`src/hdl/cfg_regs_pkg.sv`:
```
/*
 * Constants for the switching/modulator and serial audio port configuration registers.
 * Assumes an 8-bit register access port with byte addresses, one clock domain.
 */
package cfg_regs_pkg;
    localparam logic [7:0] SWMOD_OFFSET = 8'h02;
    localparam logic [7:0] PORT_OFFSET = 8'h03;
    localparam logic [7:0] SWMOD_RESET = 8'h62;
    localparam logic [7:0] PORT_RESET = 8'h04;
    localparam logic [7:0] SWMOD_WMASK = 8'h77;
    // Field positions
    localparam int SWRATE_LSB = 4;
    localparam int OSR_BIT = 2;
    localparam int PHASE_LSB = 0;
    localparam int RATE_LSB = 6;
    localparam int HALF_BIT = 5;
    localparam int SLOT16_BIT = 4;
    localparam int SWAP_BIT = 3;
    localparam int FMT_LSB = 0;
    // Switching rate multiples of fs
    localparam logic [7:0] MULT_8 = 8'h08;
    localparam logic [7:0] MULT_10 = 8'h0A;
    localparam logic [7:0] MULT_38 = 8'h26;
    localparam logic [7:0] MULT_44 = 8'h2C;
    localparam logic [7:0] MULT_48 = 8'h30;
    typedef enum logic [1:0] {RATE_44K1, RATE_48K, RATE_96K, RATE_RSVD} input_rate_t;
    typedef enum logic [2:0] {FMT_RJ24, FMT_RJ20, FMT_RJ18, FMT_RJ16, FMT_I2S, FMT_LJ, FMT_DSP,
        FMT_RSVD} input_format_t;
endpackage : cfg_regs_pkg

```
`src/hdl/switch_decode.sv`:
```
/*
 * Decodes the switching/modulator register into multiplier, OSR and phase.
 * Assumes the register value comes from the same clock domain.
 */
`timescale 1ns/1ps
`default_nettype none
module switch_decode (
    input wire logic clk, // System clock
    input wire logic rst_n, // Sync reset, active low
    input wire logic [7:0] reg_value, // Stored register
    output logic [7:0] switch_mult, // Switching rate / fs, 0 = reserved
    output logic osr_128, // High for 128x oversampling
    output logic [6:0] phase_deg // Channel phase offset in degrees
);
    logic [2:0] code;
    assign code = reg_value[cfg_regs_pkg::SWRATE_LSB +: 3];

    // Registered decode; reserved codes give zero so the modulator holds
    always_ff @(posedge clk)
    begin
        if (!rst_n)
        begin
            switch_mult <= cfg_regs_pkg::MULT_44;
            osr_128 <= 1'b0;
            phase_deg <= 7'd45;
        end
        else
        begin
            unique case (code)
                3'h0: switch_mult <= cfg_regs_pkg::MULT_8; // [RQ2]
                3'h1: switch_mult <= cfg_regs_pkg::MULT_10; // [RQ2]
                3'h5: switch_mult <= cfg_regs_pkg::MULT_38; // [RQ2]
                3'h6: switch_mult <= cfg_regs_pkg::MULT_44; // [RQ2]
                3'h7: switch_mult <= cfg_regs_pkg::MULT_48; // [RQ2]
                default: switch_mult <= 8'h00; // [RQ13]
            endcase
            osr_128 <= reg_value[cfg_regs_pkg::OSR_BIT]; // [RQ4]
            unique case (reg_value[cfg_regs_pkg::PHASE_LSB +: 2])
                2'h0: phase_deg <= 7'd0; // [RQ5]
                2'h1: phase_deg <= 7'd30; // [RQ5]
                2'h2: phase_deg <= 7'd45; // [RQ5]
                2'h3: phase_deg <= 7'd60; // [RQ5]
            endcase
        end
    end
endmodule : switch_decode
`default_nettype wire

```
`src/hdl/sap_decode.sv`:
```
/*
 * Decodes the serial audio port register into receiver controls.
 * Assumes the register value comes from the same clock domain.
 */
`timescale 1ns/1ps
`default_nettype none
module port_decode (
    input wire logic clk, // System clock
    input wire logic rst_n, // Sync reset, active low
    input wire logic [7:0] reg_value, // Stored register
    output logic [1:0] input_rate_select, // Sample rate code
    output logic eight_slot_half_select, // Use last four TDM slots
    output logic slot_16bit, // TDM slot width 16
    output logic pair_swap, // Swap ch1/2 with ch3/4
    output logic [2:0] input_format, // Format code
    output logic [5:0] word_bits, // Right-justified word width, 0 = 16 or 24
    output logic format_valid // Format code not reserved
);
    cfg_regs_pkg::input_format_t fmt;
    assign fmt = cfg_regs_pkg::input_format_t'(reg_value[cfg_regs_pkg::FMT_LSB +: 3]);

    // Registered copies of the fields plus word width decode
    always_ff @(posedge clk)
    begin
        if (!rst_n)
        begin
            input_rate_select <= 2'h0;
            eight_slot_half_select <= 1'b0;
            slot_16bit <= 1'b0;
            pair_swap <= 1'b0;
            input_format <= 3'h4;
            word_bits <= 6'd0;
            format_valid <= 1'b1;
        end
        else
        begin
            input_rate_select <= reg_value[cfg_regs_pkg::RATE_LSB +: 2]; // [RQ7]
            eight_slot_half_select <= reg_value[cfg_regs_pkg::HALF_BIT]; // [RQ8]
            slot_16bit <= reg_value[cfg_regs_pkg::SLOT16_BIT]; // [RQ9]
            pair_swap <= reg_value[cfg_regs_pkg::SWAP_BIT]; // [RQ10]
            input_format <= reg_value[cfg_regs_pkg::FMT_LSB +: 3]; // [RQ11]
            format_valid <= (fmt != cfg_regs_pkg::FMT_RSVD); // [RQ13]
            unique case (fmt)
                cfg_regs_pkg::FMT_RJ24: word_bits <= 6'd24; // [RQ11]
                cfg_regs_pkg::FMT_RJ20: word_bits <= 6'd20; // [RQ11]
                cfg_regs_pkg::FMT_RJ18: word_bits <= 6'd18; // [RQ11]
                cfg_regs_pkg::FMT_RJ16: word_bits <= 6'd16; // [RQ11]
                // Framed modes take 16- or 24-bit words, width auto-detected downstream
                default: word_bits <= 6'd0; // [RQ12]
            endcase
        end
    end
endmodule : port_decode
`default_nettype wire

```
`src/hdl/pwm_and_serial_port_config_regs.sv`:
```
/*
 * Switching/modulator control and serial audio port control registers,
 * with decoded outputs for the modulator and the serial receiver.
 * Assumes a simple synchronous 8-bit register port from the host controller
 * logic on the same clock: one-cycle write strobe, read data one cycle later.
 */
// Behaviour
// RQ1 - 8-bit register at 0x02, reset 0x62, bits 7 and 3 read zero.
// RQ2 - Bits 6:4 pick switching 8,10,38,44,48 times fs; others reserved.
// RQ3 - Host must not pick 48 times fs at 48 kHz input rate.
// RQ4 - Bit 2 selects 64x oversampling when clear, 128x when set.
// RQ5 - Bits 1:0 set channel phase offset 0, 30, 45 or 60 degrees.
// RQ6 - 8-bit serial port register at 0x03, reset 0x04, fully read/write.
// RQ7 - Bits 7:6 select 44.1, 48 or 96 kHz; code 11 reserved.
// RQ8 - Bit 5 takes channels from first or last four TDM slots.
// RQ9 - Bit 4 sets TDM slot width 24/32 bits or 16 bits.
// RQ10 - Bit 3 swaps channel pair one/two with pair three/four.
// RQ11 - Bits 2:0 select right-justified widths, I2S, left-justified or DSP.
// RQ12 - Framed modes accept both 16-bit and 24-bit words.
// RQ13 - Reserved bits ignore writes, read zero; reserved codes stored only.
`timescale 1ns/1ps
`default_nettype none
module pwm_and_serial_port_config_regs (
    input wire logic clk, // System clock, 40 MHz
    input wire logic rst_n, // Sync reset, active low
    input wire logic wr_en, // Write strobe, one cycle
    input wire logic rd_en, // Read strobe, one cycle
    input wire logic [7:0] addr, // Register address
    input wire logic [7:0] wr_data, // Write data
    output logic [7:0] rd_data, // Read data, valid cycle after rd_en
    output logic rd_valid, // Read data valid pulse
    output logic [7:0] switch_mult, // Switching rate / fs, 0 = reserved
    output logic modulator_oversampling_select, // High for 128x
    output logic [6:0] phase_deg, // Phase offset, degrees
    output logic [1:0] input_rate_select, // Sample rate code
    output logic eight_slot_half_select, // Last four TDM slots
    output logic slot_16bit, // 16-bit TDM slot
    output logic pair_swap, // Channel pair swap
    output logic [2:0] input_format, // Serial input format code
    output logic [5:0] word_bits, // Right-justified width, 0 for framed
    output logic format_valid, // Format code usable
    output logic rate_combo_bad // 48x fs requested at 48 kHz
);
    logic [7:0] swmod_reg;
    logic [7:0] port_reg;
    logic sel_swmod;
    logic sel_port;

    assign sel_swmod = (addr == cfg_regs_pkg::SWMOD_OFFSET);
    assign sel_port = (addr == cfg_regs_pkg::PORT_OFFSET);

    // Switching register; reserved bits masked so they always hold zero
    always_ff @(posedge clk)
    begin
        if (!rst_n)
            swmod_reg <= cfg_regs_pkg::SWMOD_RESET; // [RQ1]
        else if (wr_en && sel_swmod)
            swmod_reg <= wr_data & cfg_regs_pkg::SWMOD_WMASK; // [RQ1] [RQ13]
    end

    // Serial port register; every bit writable, reserved codes just stored
    always_ff @(posedge clk)
    begin
        if (!rst_n)
            port_reg <= cfg_regs_pkg::PORT_RESET; // [RQ6]
        else if (wr_en && sel_port)
            port_reg <= wr_data; // [RQ6] [RQ13]
    end

    // Read port; unmapped addresses return zero
    always_ff @(posedge clk)
    begin
        if (!rst_n)
        begin
            rd_data <= 8'h00;
            rd_valid <= 1'b0;
        end
        else
        begin
            rd_valid <= rd_en;
            if (rd_en && sel_swmod)
                rd_data <= swmod_reg; // [RQ1]
            else if (rd_en && sel_port)
                rd_data <= port_reg; // [RQ6]
            else if (rd_en)
                rd_data <= 8'h00;
        end
    end

    switch_decode u_switch (
        .clk(clk),
        .rst_n(rst_n),
        .reg_value(swmod_reg),
        .switch_mult(switch_mult),
        .osr_128(modulator_oversampling_select),
        .phase_deg(phase_deg)
    );

    port_decode u_port (
        .clk(clk),
        .rst_n(rst_n),
        .reg_value(port_reg),
        .input_rate_select(input_rate_select),
        .eight_slot_half_select(eight_slot_half_select),
        .slot_16bit(slot_16bit),
        .pair_swap(pair_swap),
        .input_format(input_format),
        .word_bits(word_bits),
        .format_valid(format_valid)
    );

    // Flags the unsupported combination; the device does not refuse it
    always_ff @(posedge clk)
    begin
        if (!rst_n)
            rate_combo_bad <= 1'b0;
        else
            rate_combo_bad <= (swmod_reg[cfg_regs_pkg::SWRATE_LSB +: 3] == 3'h7)
                && (port_reg[cfg_regs_pkg::RATE_LSB +: 2] == 2'h1); // [RQ3]
    end

    // Checks
    chk_swmod_reset: assert property (@(posedge clk) !rst_n |=> swmod_reg == 8'h62) // [RQ1]
        else $error("switching register reset value wrong");
    chk_rsvd_zero: assert property (@(posedge clk) disable iff (!rst_n)
        swmod_reg[7] == 1'b0 && swmod_reg[3] == 1'b0) // [RQ13]
        else $error("reserved bits not zero");
    chk_port_reset: assert property (@(posedge clk) !rst_n |=> port_reg == 8'h04) // [RQ6]
        else $error("serial port register reset value wrong");
    chk_port_write: assert property (@(posedge clk) disable iff (!rst_n)
        wr_en && addr == 8'h03 |=> port_reg == $past(wr_data)) // [RQ6]
        else $error("serial port write lost");
    chk_swmod_read: assert property (@(posedge clk) disable iff (!rst_n)
        rd_en && addr == 8'h02 |=> rd_valid && rd_data == $past(swmod_reg)) // [RQ1]
        else $error("switching register read wrong");
    chk_mult_44: assert property (@(posedge clk) disable iff (!rst_n)
        swmod_reg[6:4] == 3'h6 && !wr_en |=> ##1 switch_mult == 8'h2C) // [RQ2]
        else $error("44x decode wrong");
    chk_rsvd_rate: assert property (@(posedge clk) disable iff (!rst_n)
        swmod_reg[6:4] == 3'h3 |=> switch_mult == 8'h00) // [RQ13]
        else $error("reserved rate not zero");
    chk_osr_follow: assert property (@(posedge clk) disable iff (!rst_n)
        1'b1 |=> modulator_oversampling_select == $past(swmod_reg[2])) // [RQ4]
        else $error("oversampling select wrong");
    chk_phase_60: assert property (@(posedge clk) disable iff (!rst_n)
        swmod_reg[1:0] == 2'h3 |=> phase_deg == 7'd60) // [RQ5]
        else $error("phase 60 decode wrong");
    chk_rate_field: assert property (@(posedge clk) disable iff (!rst_n)
        1'b1 |=> input_rate_select == $past(port_reg[7:6])) // [RQ7]
        else $error("rate select wrong");
    chk_slot_bits: assert property (@(posedge clk) disable iff (!rst_n) // [RQ8] [RQ9] [RQ10]
        1'b1 |=> {eight_slot_half_select, slot_16bit, pair_swap} == $past(port_reg[5:3]))
        else $error("slot controls wrong");
    chk_fmt_width: assert property (@(posedge clk) disable iff (!rst_n)
        port_reg[2:0] == 3'h1 |=> word_bits == 6'd20 && input_format == 3'h1) // [RQ11]
        else $error("format decode wrong");
    chk_framed_any: assert property (@(posedge clk) disable iff (!rst_n)
        port_reg[2:0] == 3'h6 |=> word_bits == 6'd0) // [RQ12]
        else $error("framed mode width forced");

    cov_swmod_write: cover property (@(posedge clk) disable iff (!rst_n)
        wr_en && sel_swmod);
    cov_port_read: cover property (@(posedge clk) disable iff (!rst_n)
        rd_en && sel_port);
    cov_bad_combo: cover property (@(posedge clk) disable iff (!rst_n) rate_combo_bad);
    cov_swap: cover property (@(posedge clk) disable iff (!rst_n) pair_swap);
endmodule : pwm_and_serial_port_config_regs
`default_nettype wire

```
`config.mk`:
```
export PLATFORM = sky130hd
export DESIGN_NAME = pwm_and_serial_port_config_regs
export DESIGN_NICKNAME = d
export VERILOG_FILES = /design/src/hdl/cfg_regs_pkg.sv /design/src/hdl/switch_decode.sv /design/src/hdl/sap_decode.sv /design/src/hdl/pwm_and_serial_port_config_regs.sv
export SDC_FILE = /design/constraint.sdc
export NUM_CORES = 1
export LEC_CHECK = 0
export BUFFER_PORTS_ARGS = -buffer_cell sky130_fd_sc_hd__buf_4
export CAP_MARGIN = 20
export CORE_MARGIN = 2
export CORE_UTILIZATION = 52
export DETAILED_ROUTE_END_ITERATION = 10
export PLACE_DENSITY = 0.83
export SLEW_MARGIN = 20
export SYNTH_ARGS = -nofsm -noshare
export SYNTH_HDL_FRONTEND = slang
export SYNTH_SLANG_ARGS = --single-unit
```
`constraint.sdc`:
```
create_clock -name clk -period 2.1 [get_ports clk]
set_input_delay 0.42 -clock clk [delete_from_list [all_inputs] [get_ports clk]]
set_output_delay 0.42 -clock clk [all_outputs]
set_load 0.05 [all_outputs]
```
==> out/results.txt, run 1 <==
Die W -> 61.94 um
WP data required -> 2.33 ns
terminus of the critical flop-to-flop path -> rd_data[5]
Worst-Margin Slew -> 0.6449 ns
hold depth -> 3
P&R area growth vs syn -> 27.17%
placed cell count -> 260
hold_ws -> 0.3109 ns
Tcrit/Tclk final -> 0.6751
Worst Hold Class -> input port to flip-flop
Seq/Total Area, Yosys -> 0.5505
Critical Path End Type -> flip-flop
critical path capture point -> port_reg[6]
Leak -> 1.139 nW
Clock Sinks -> 48
post-CTS setup buffers -> 0
DR iter-0 viols -> 40
DP HPWL -> 2301 um
share of layout cells above drive strength 1 -> 0.3288
status -> complete, no violations
Num CTS Buffers -> 5
RSZ-0062 raised after global routing -> no
count of cells along the worst register-to-register path -> 3
first-pass GRT wire length -> 4774 um
commonest cells after routing, fill and taps aside -> buf_4 (55), dfxtp_1 (48), nand2_1 (26), mux2i_1 (14), inv_1 (11)
Fmax -> 705.4 MHz
Final #Nets -> 241
Final Core Density -> 0.6758
Layout Cells excl Fill -> 268
grt ovf -> 0
core area -> 0.003284 mm2
maximum VDD drop -> 0.4503 mV
Initial Utilization -> 0.5314
DRC Markers -> 0
via count -> 1253
Avg Synthesized Cell Area -> 10.45 um2
worst reg2reg setup slack -> 1.08 ns
Slew headroom -> 0.5668
port buffer count -> 54
number of nets with antenna violations after routing -> 0
Core Rows -> 21
Critical R2R Launch -> swmod_reg[5]
num ports -> 61
height of the die -> 61.94 um
fin. max-slew vios -> 0
CP startpoint -> addr[5]
CP Class -> input port to flip-flop
CTS tree -> yes
CTS resizes -> 0
die area -> 0.003836 mm2
Fin Setup TNS -> 0 ns
DRT Pass-1 Iters -> 4
Unique masters post-synth -> 27
Overall Global Routing Usage -> 0.1734
FF+latch count, synth -> 48
Mapped Area -> 0.001745 mm2
Diodes inserted -> 0
final setup fails -> 0
Pwr Density -> 651.0 mW/mm2
post-route minimum period -> 1.418 ns
Skew-Pair Late Insertion Delay -> 0.34 ns
final WL -> 3109 um
clock buffer depth -> 2
Synth area leaders -> dfxtp_1 (55%), mux2i_1 (8.0%), nand2_1 (5.6%)
Avg Vias per Cell -> 4.675
pin count of the biggest net entering global routing -> 38
Worst-path clk slew -> 0.13 ns
number of global-route vias before repair -> 1137
total number of yosys warnings -> 0
initial antenna violation count -> 0
hold_buf cts -> 0
htree depth -> 2
max cap viols -> 0
routability cong. -> 0.7858
Root Driver -> clkbuf_4
cell taking the most area after synthesis -> dfxtp_1
clk_skew -> 0.009460 ns
Final Hold Fails -> 0
Routed wire per std cell -> 11.60 um
CP Launch Type -> input port
CP max FO -> 9
Critical Path AT -> 1.65 ns
Post-Synthesis Cells -> 167
Layout fillers -> 276
top cell type's share of synthesized area -> 0.5505
most common cell after layout, fill and taps aside -> buf_4
[cells by family after synthesis]
group,share of synthesized area
mux,0.1190
other cells,0.002148
compound gates,0.04444
flops,0.5505
buf+inv,0.06738
simple gates,0.2115
xor+xnor,0.005019
[worst min-delay path by stage]
stage / startpoint / endpoint / slack [ns]
6_report: wr_data[3] / port_reg[3] / 0.31
5_1_grt: wr_data[3] / port_reg[3] / 0.29
4_1_cts: wr_data[3] / port_reg[3] / 0.30
3_5_place_dp: port_reg[7] / rate_combo_bad / 0.42
3_3_place_gp: port_reg[7] / rate_combo_bad / 0.41
2_1_floorplan: port_reg[2] / u_port.format_valid / 0.40
[worst max-delay path: stages]
cell and delay [ns]:
buf_4 0.12, nor4_4 0.61, nand4_4 0.31, mux2i_1 0.19
[area by class of cell]
| cell class | count | area [um2] | area share |
|---|---|---|---|
| clock inverters | 2 | 10.01 | 0.004510 |
| inverters | 11 | 41.29 | 0.01860 |
| multi-input cells | 100 | 685.7 | 0.3089 |
| well taps | 46 | 57.56 | 0.02593 |
| repair buffers | 55 | 412.9 | 0.1860 |
| clock buffers | 6 | 51.30 | 0.02311 |
| flip-flops and latches | 48 | 960.9 | 0.4329 |
[report_power, final]
part	internal, W	switching [W]	leakage [nW]
logic	0.0000432	0.0000653	0.713
clock network	0.000160	0.000264	0.0380
registers	0.000912	0.000000668	0.387
total	0.00112	0.000330	1.14
[stage by stage]
stage | area (um2) | worst slack [ns] | total power [W]
global placement | 2158 | 0.3640 | 0.001041
global route | 2220 | 0.5983 | 0.001509
floorplan | 1764 | 0.6072 | 0.001010
finish | 2220 | 0.6823 | 0.001445
CTS | 2220 | 0.7054 | 0.001458
detailed placement | 2158 | 0.3195 | 0.001042
[cells in the mapped netlist, drive strengths merged]
cell type and number:
a21boi 6, and2 2, buf 8, clkbuf 5, conb 1, dfxtp 48, inv 11, mux2 6
mux2i 14, nand2 26, nand2b 8, nand3 1, nand4 7, nand4b 1, nor2 3, nor2b 8
nor3 2, nor3b 2, nor4 1, nor4b 1, o21a 1, o21ai 2, o31ai 2, xor2 1
[per-layer routing]
metal	global-route usage	vias up	wire, um
li1	-	647	-
met1	0.2062	554	1284
met2	0.2857	47	1582
met3	0.04969	5	201
met4	0.08815	0	41
met5	0	-	0
(Power assumes the default switching activity.)
==> run 2, diff against run 1 <==
--- a/config.mk
+++ b/config.mk
@@ -5,12 +5,13 @@
 export SDC_FILE = /design/constraint.sdc
 export NUM_CORES = 1
 export LEC_CHECK = 0
+export ABC_AREA = 1
 export BUFFER_PORTS_ARGS = -buffer_cell sky130_fd_sc_hd__buf_4
 export CAP_MARGIN = 20
 export CORE_MARGIN = 2
-export CORE_UTILIZATION = 52
+export CORE_UTILIZATION = 44
 export DETAILED_ROUTE_END_ITERATION = 10
-export PLACE_DENSITY = 0.83
+export PLACE_DENSITY = 0.74
 export SLEW_MARGIN = 20
 export SYNTH_ARGS = -nofsm -noshare
 export SYNTH_HDL_FRONTEND = slang
==> constraint.sdc (replaced) <==
create_clock -name clk -period 1.3 [get_ports clk]
set_input_delay 0.26 -clock clk [delete_from_list [all_inputs] [get_ports clk]]
set_output_delay 0.26 -clock clk [all_outputs]
set_load 0.05 [all_outputs]
==> run 2 against run 1 <==
Net effect: critical path depth down 3; largest cell class unchanged; sequential share of layout area down 2.9 points; final cell count grew 25%; critical path type is now flip-flop to output port.
==> out/results.txt, run 2 <==
most common cell after layout, fill and taps aside -> buf_4
CP Launch Type -> flip-flop
Avg Vias per Cell -> 4.685
Avg Synthesized Cell Area -> 8.020 um2
via count -> 1574
Initial Utilization -> 0.4618
post-route minimum period -> 1.100 ns
Overall Power -> 0.002618 W
crit path max-delay cell type -> dfxtp_1
pin count of the biggest net entering global routing -> 21
critical path capture point -> rd_data[6]
number of global-route vias before repair -> 1373
Clock Sinks -> 48
Critical Path AT -> 0.84 ns
Layout fillers -> 391
Fin Setup TNS -> 0 ns
Worst Hold Class -> input port to flip-flop
first-pass GRT wire length -> 6244 um
Synth top cells by count -> dfxtp_1 (48), nand2_1 (44), nor2_1 (35)
area occupied by multi-input gates -> 713.2 um2
initial antenna violation count -> 0
Post-synth EDFFs -> 0
Core Rows -> 23
Tcrit/Tclk final -> 0.8461
Unique masters post-synth -> 27
DP HPWL -> 2780 um
Synth area leaders -> dfxtp_1 (52%), nand2_1 (8.9%), nor2_1 (7.1%)
Fmax -> 909.1 MHz
grt ovf -> 0
Seq/Total Area, Yosys -> 0.5165
Overall Global Routing Usage -> 0.1653
fin. max-slew vios -> 0
Skew-Pair Late Insertion Delay -> 0.30 ns
CTS resizes -> 0
top cell type's share of synthesized area -> 0.5165
count of cells along the worst register-to-register path -> 2
total number of yosys warnings -> 0
Num CTS Buffers -> 5
Critical Path End Type -> output port
CP Cell Sequence -> buf_4
DRT Pass-1 Iters -> 4
Routed wire per std cell -> 11.16 um
Critical Path Stages -> 1
clock buffer depth -> 2
hold_ws -> 0.1949 ns
Die W -> 69.03 um
slowest stage delay, CP -> 0.35 ns
port buffer count -> 54
WP buf/inv -> 1
DRC Markers -> 0
die area -> 0.004764 mm2
Root Driver -> clkbuf_8
ys flop type -> dfxtp_1
cell taking the most area after synthesis -> dfxtp_1
design area -> 0.002379 mm2
terminus of the critical flop-to-flop path -> rate_combo_bad
hold_buf cts -> 0
CP startpoint -> rd_data[6]
Critical R2R Launch -> swmod_reg[5]
Final Hold Fails -> 0
Post-synth ARST share -> 0
Placed Instance Area -> 0.002286 mm2
P&R area growth vs syn -> 27.84%
pre-CTS WS -> 0.09210 ns
final worst slack -> 0.2000 ns
status -> complete, no violations
Diodes inserted -> 0
final WL -> 3749 um
FF+latch count, synth -> 48
Final #Nets -> 305
maximum VDD drop -> 0.4367 mV
Mapped Area -> 0.001861 mm2
Worst-path clk slew -> 0.08 ns
WP data required -> 1.04 ns
Leak -> 1.148 nW
commonest cells after routing, fill and taps aside -> buf_4 (57), dfxtp_1 (48), nand2_1 (44), nor2_1 (35), inv_1 (24)
num ports -> 61
post-CTS setup buffers -> 0
RSZ-0062 raised after global routing -> no
final setup fails -> 0
worst reg2reg setup slack -> 0.40 ns
area occupied by registers -> 960.9 um2
core area -> 0.004029 mm2
CP Class -> flip-flop to output port
clk_skew -> 0.006936 ns
height of the die -> 69.03 um
routability cong. -> 0.7594
share of layout cells above drive strength 1 -> 0.2832
DR iter-0 viols -> 55
Pwr Density -> 1100 mW/mm2
max cap viols -> 0
CP max FO -> 2
CTS tree -> yes
most common cell in the synthesized netlist -> dfxtp_1
htree depth -> 2
Worst path top cell family by delay -> flip-flops
number of nets with antenna violations after routing -> 0
Post-Synthesis Cells -> 232
==> run 2: area by class of cell <==
class | count | share of cell area
Sequential cell | 48 | 0.4040
Multi-Input combinational cell | 145 | 0.2998
Timing Repair Buffer | 58 | 0.1883
Inverter | 27 | 0.04261
Clock buffer | 6 | 0.03472
Tap cell | 50 | 0.02630
Clock inverter | 2 | 0.004208
==> run 2: power by group <==
part	leakage (nW)	total (W)	switching [W]	internal, W
Combinational	0.709	0.000249	0.000168	0.0000809
Clock	0.0510	0.000881	0.000457	0.000424
Sequential	0.388	0.00149	0.00000609	0.00148
==> run 2: worst min path at each step <==
stage,start,endpoint,slack (ns),depth (start not counted)
6_report,wr_data[1],swmod_reg[1],0.19,3
5_1_grt,wr_data[1],swmod_reg[1],0.21,3
4_1_cts,wr_data[1],swmod_reg[1],0.18,3
3_5_place_dp,port_reg[3],u_port.pair_swap,0.44,2
3_3_place_gp,port_reg[3],u_port.pair_swap,0.44,2
2_1_floorplan,wr_data[1],swmod_reg[1],0.37,2
==> run 2: through the flow <==
stage	utilization	cells
floorplan	-	237
global placement	0.5674	328
detailed placement	0.5674	328
CTS	0.5904	336
global route	0.5904	336
finish	0.5904	336
==> run 2: worst reg2reg max path: cells and delay by family, from the launching register on <==
kind	cells	cell delay, ns
flip-flops	1	0.50
AND/OR/NAND/NOR	2	0.32
==> run 2: metal layers <==
layer / share of wire / up-vias / global-route usage
li1: - / 813 / -
met2: 0.48 / 65 / 0.2692
met5: 0 / - / 0
met1: 0.42 / 688 / 0.1987
met4: 0.021 / 0 / 0.06972
met3: 0.081 / 8 / 0.05556
==> run 2: cells by family (layout without fill, tap and decap cells) <==
kind of cell / Yosys count / count (layout) / share of synthesized area
buffers and inverters: 44 / 93 / 0.1103
AND/OR/NAND/NOR: 115 / 115 / 0.2973
other: 1 / 6 / 0.002016
AO/OA/AOI/OAI: 24 / 24 / 0.07397
flip-flops: 48 / 48 / 0.5165
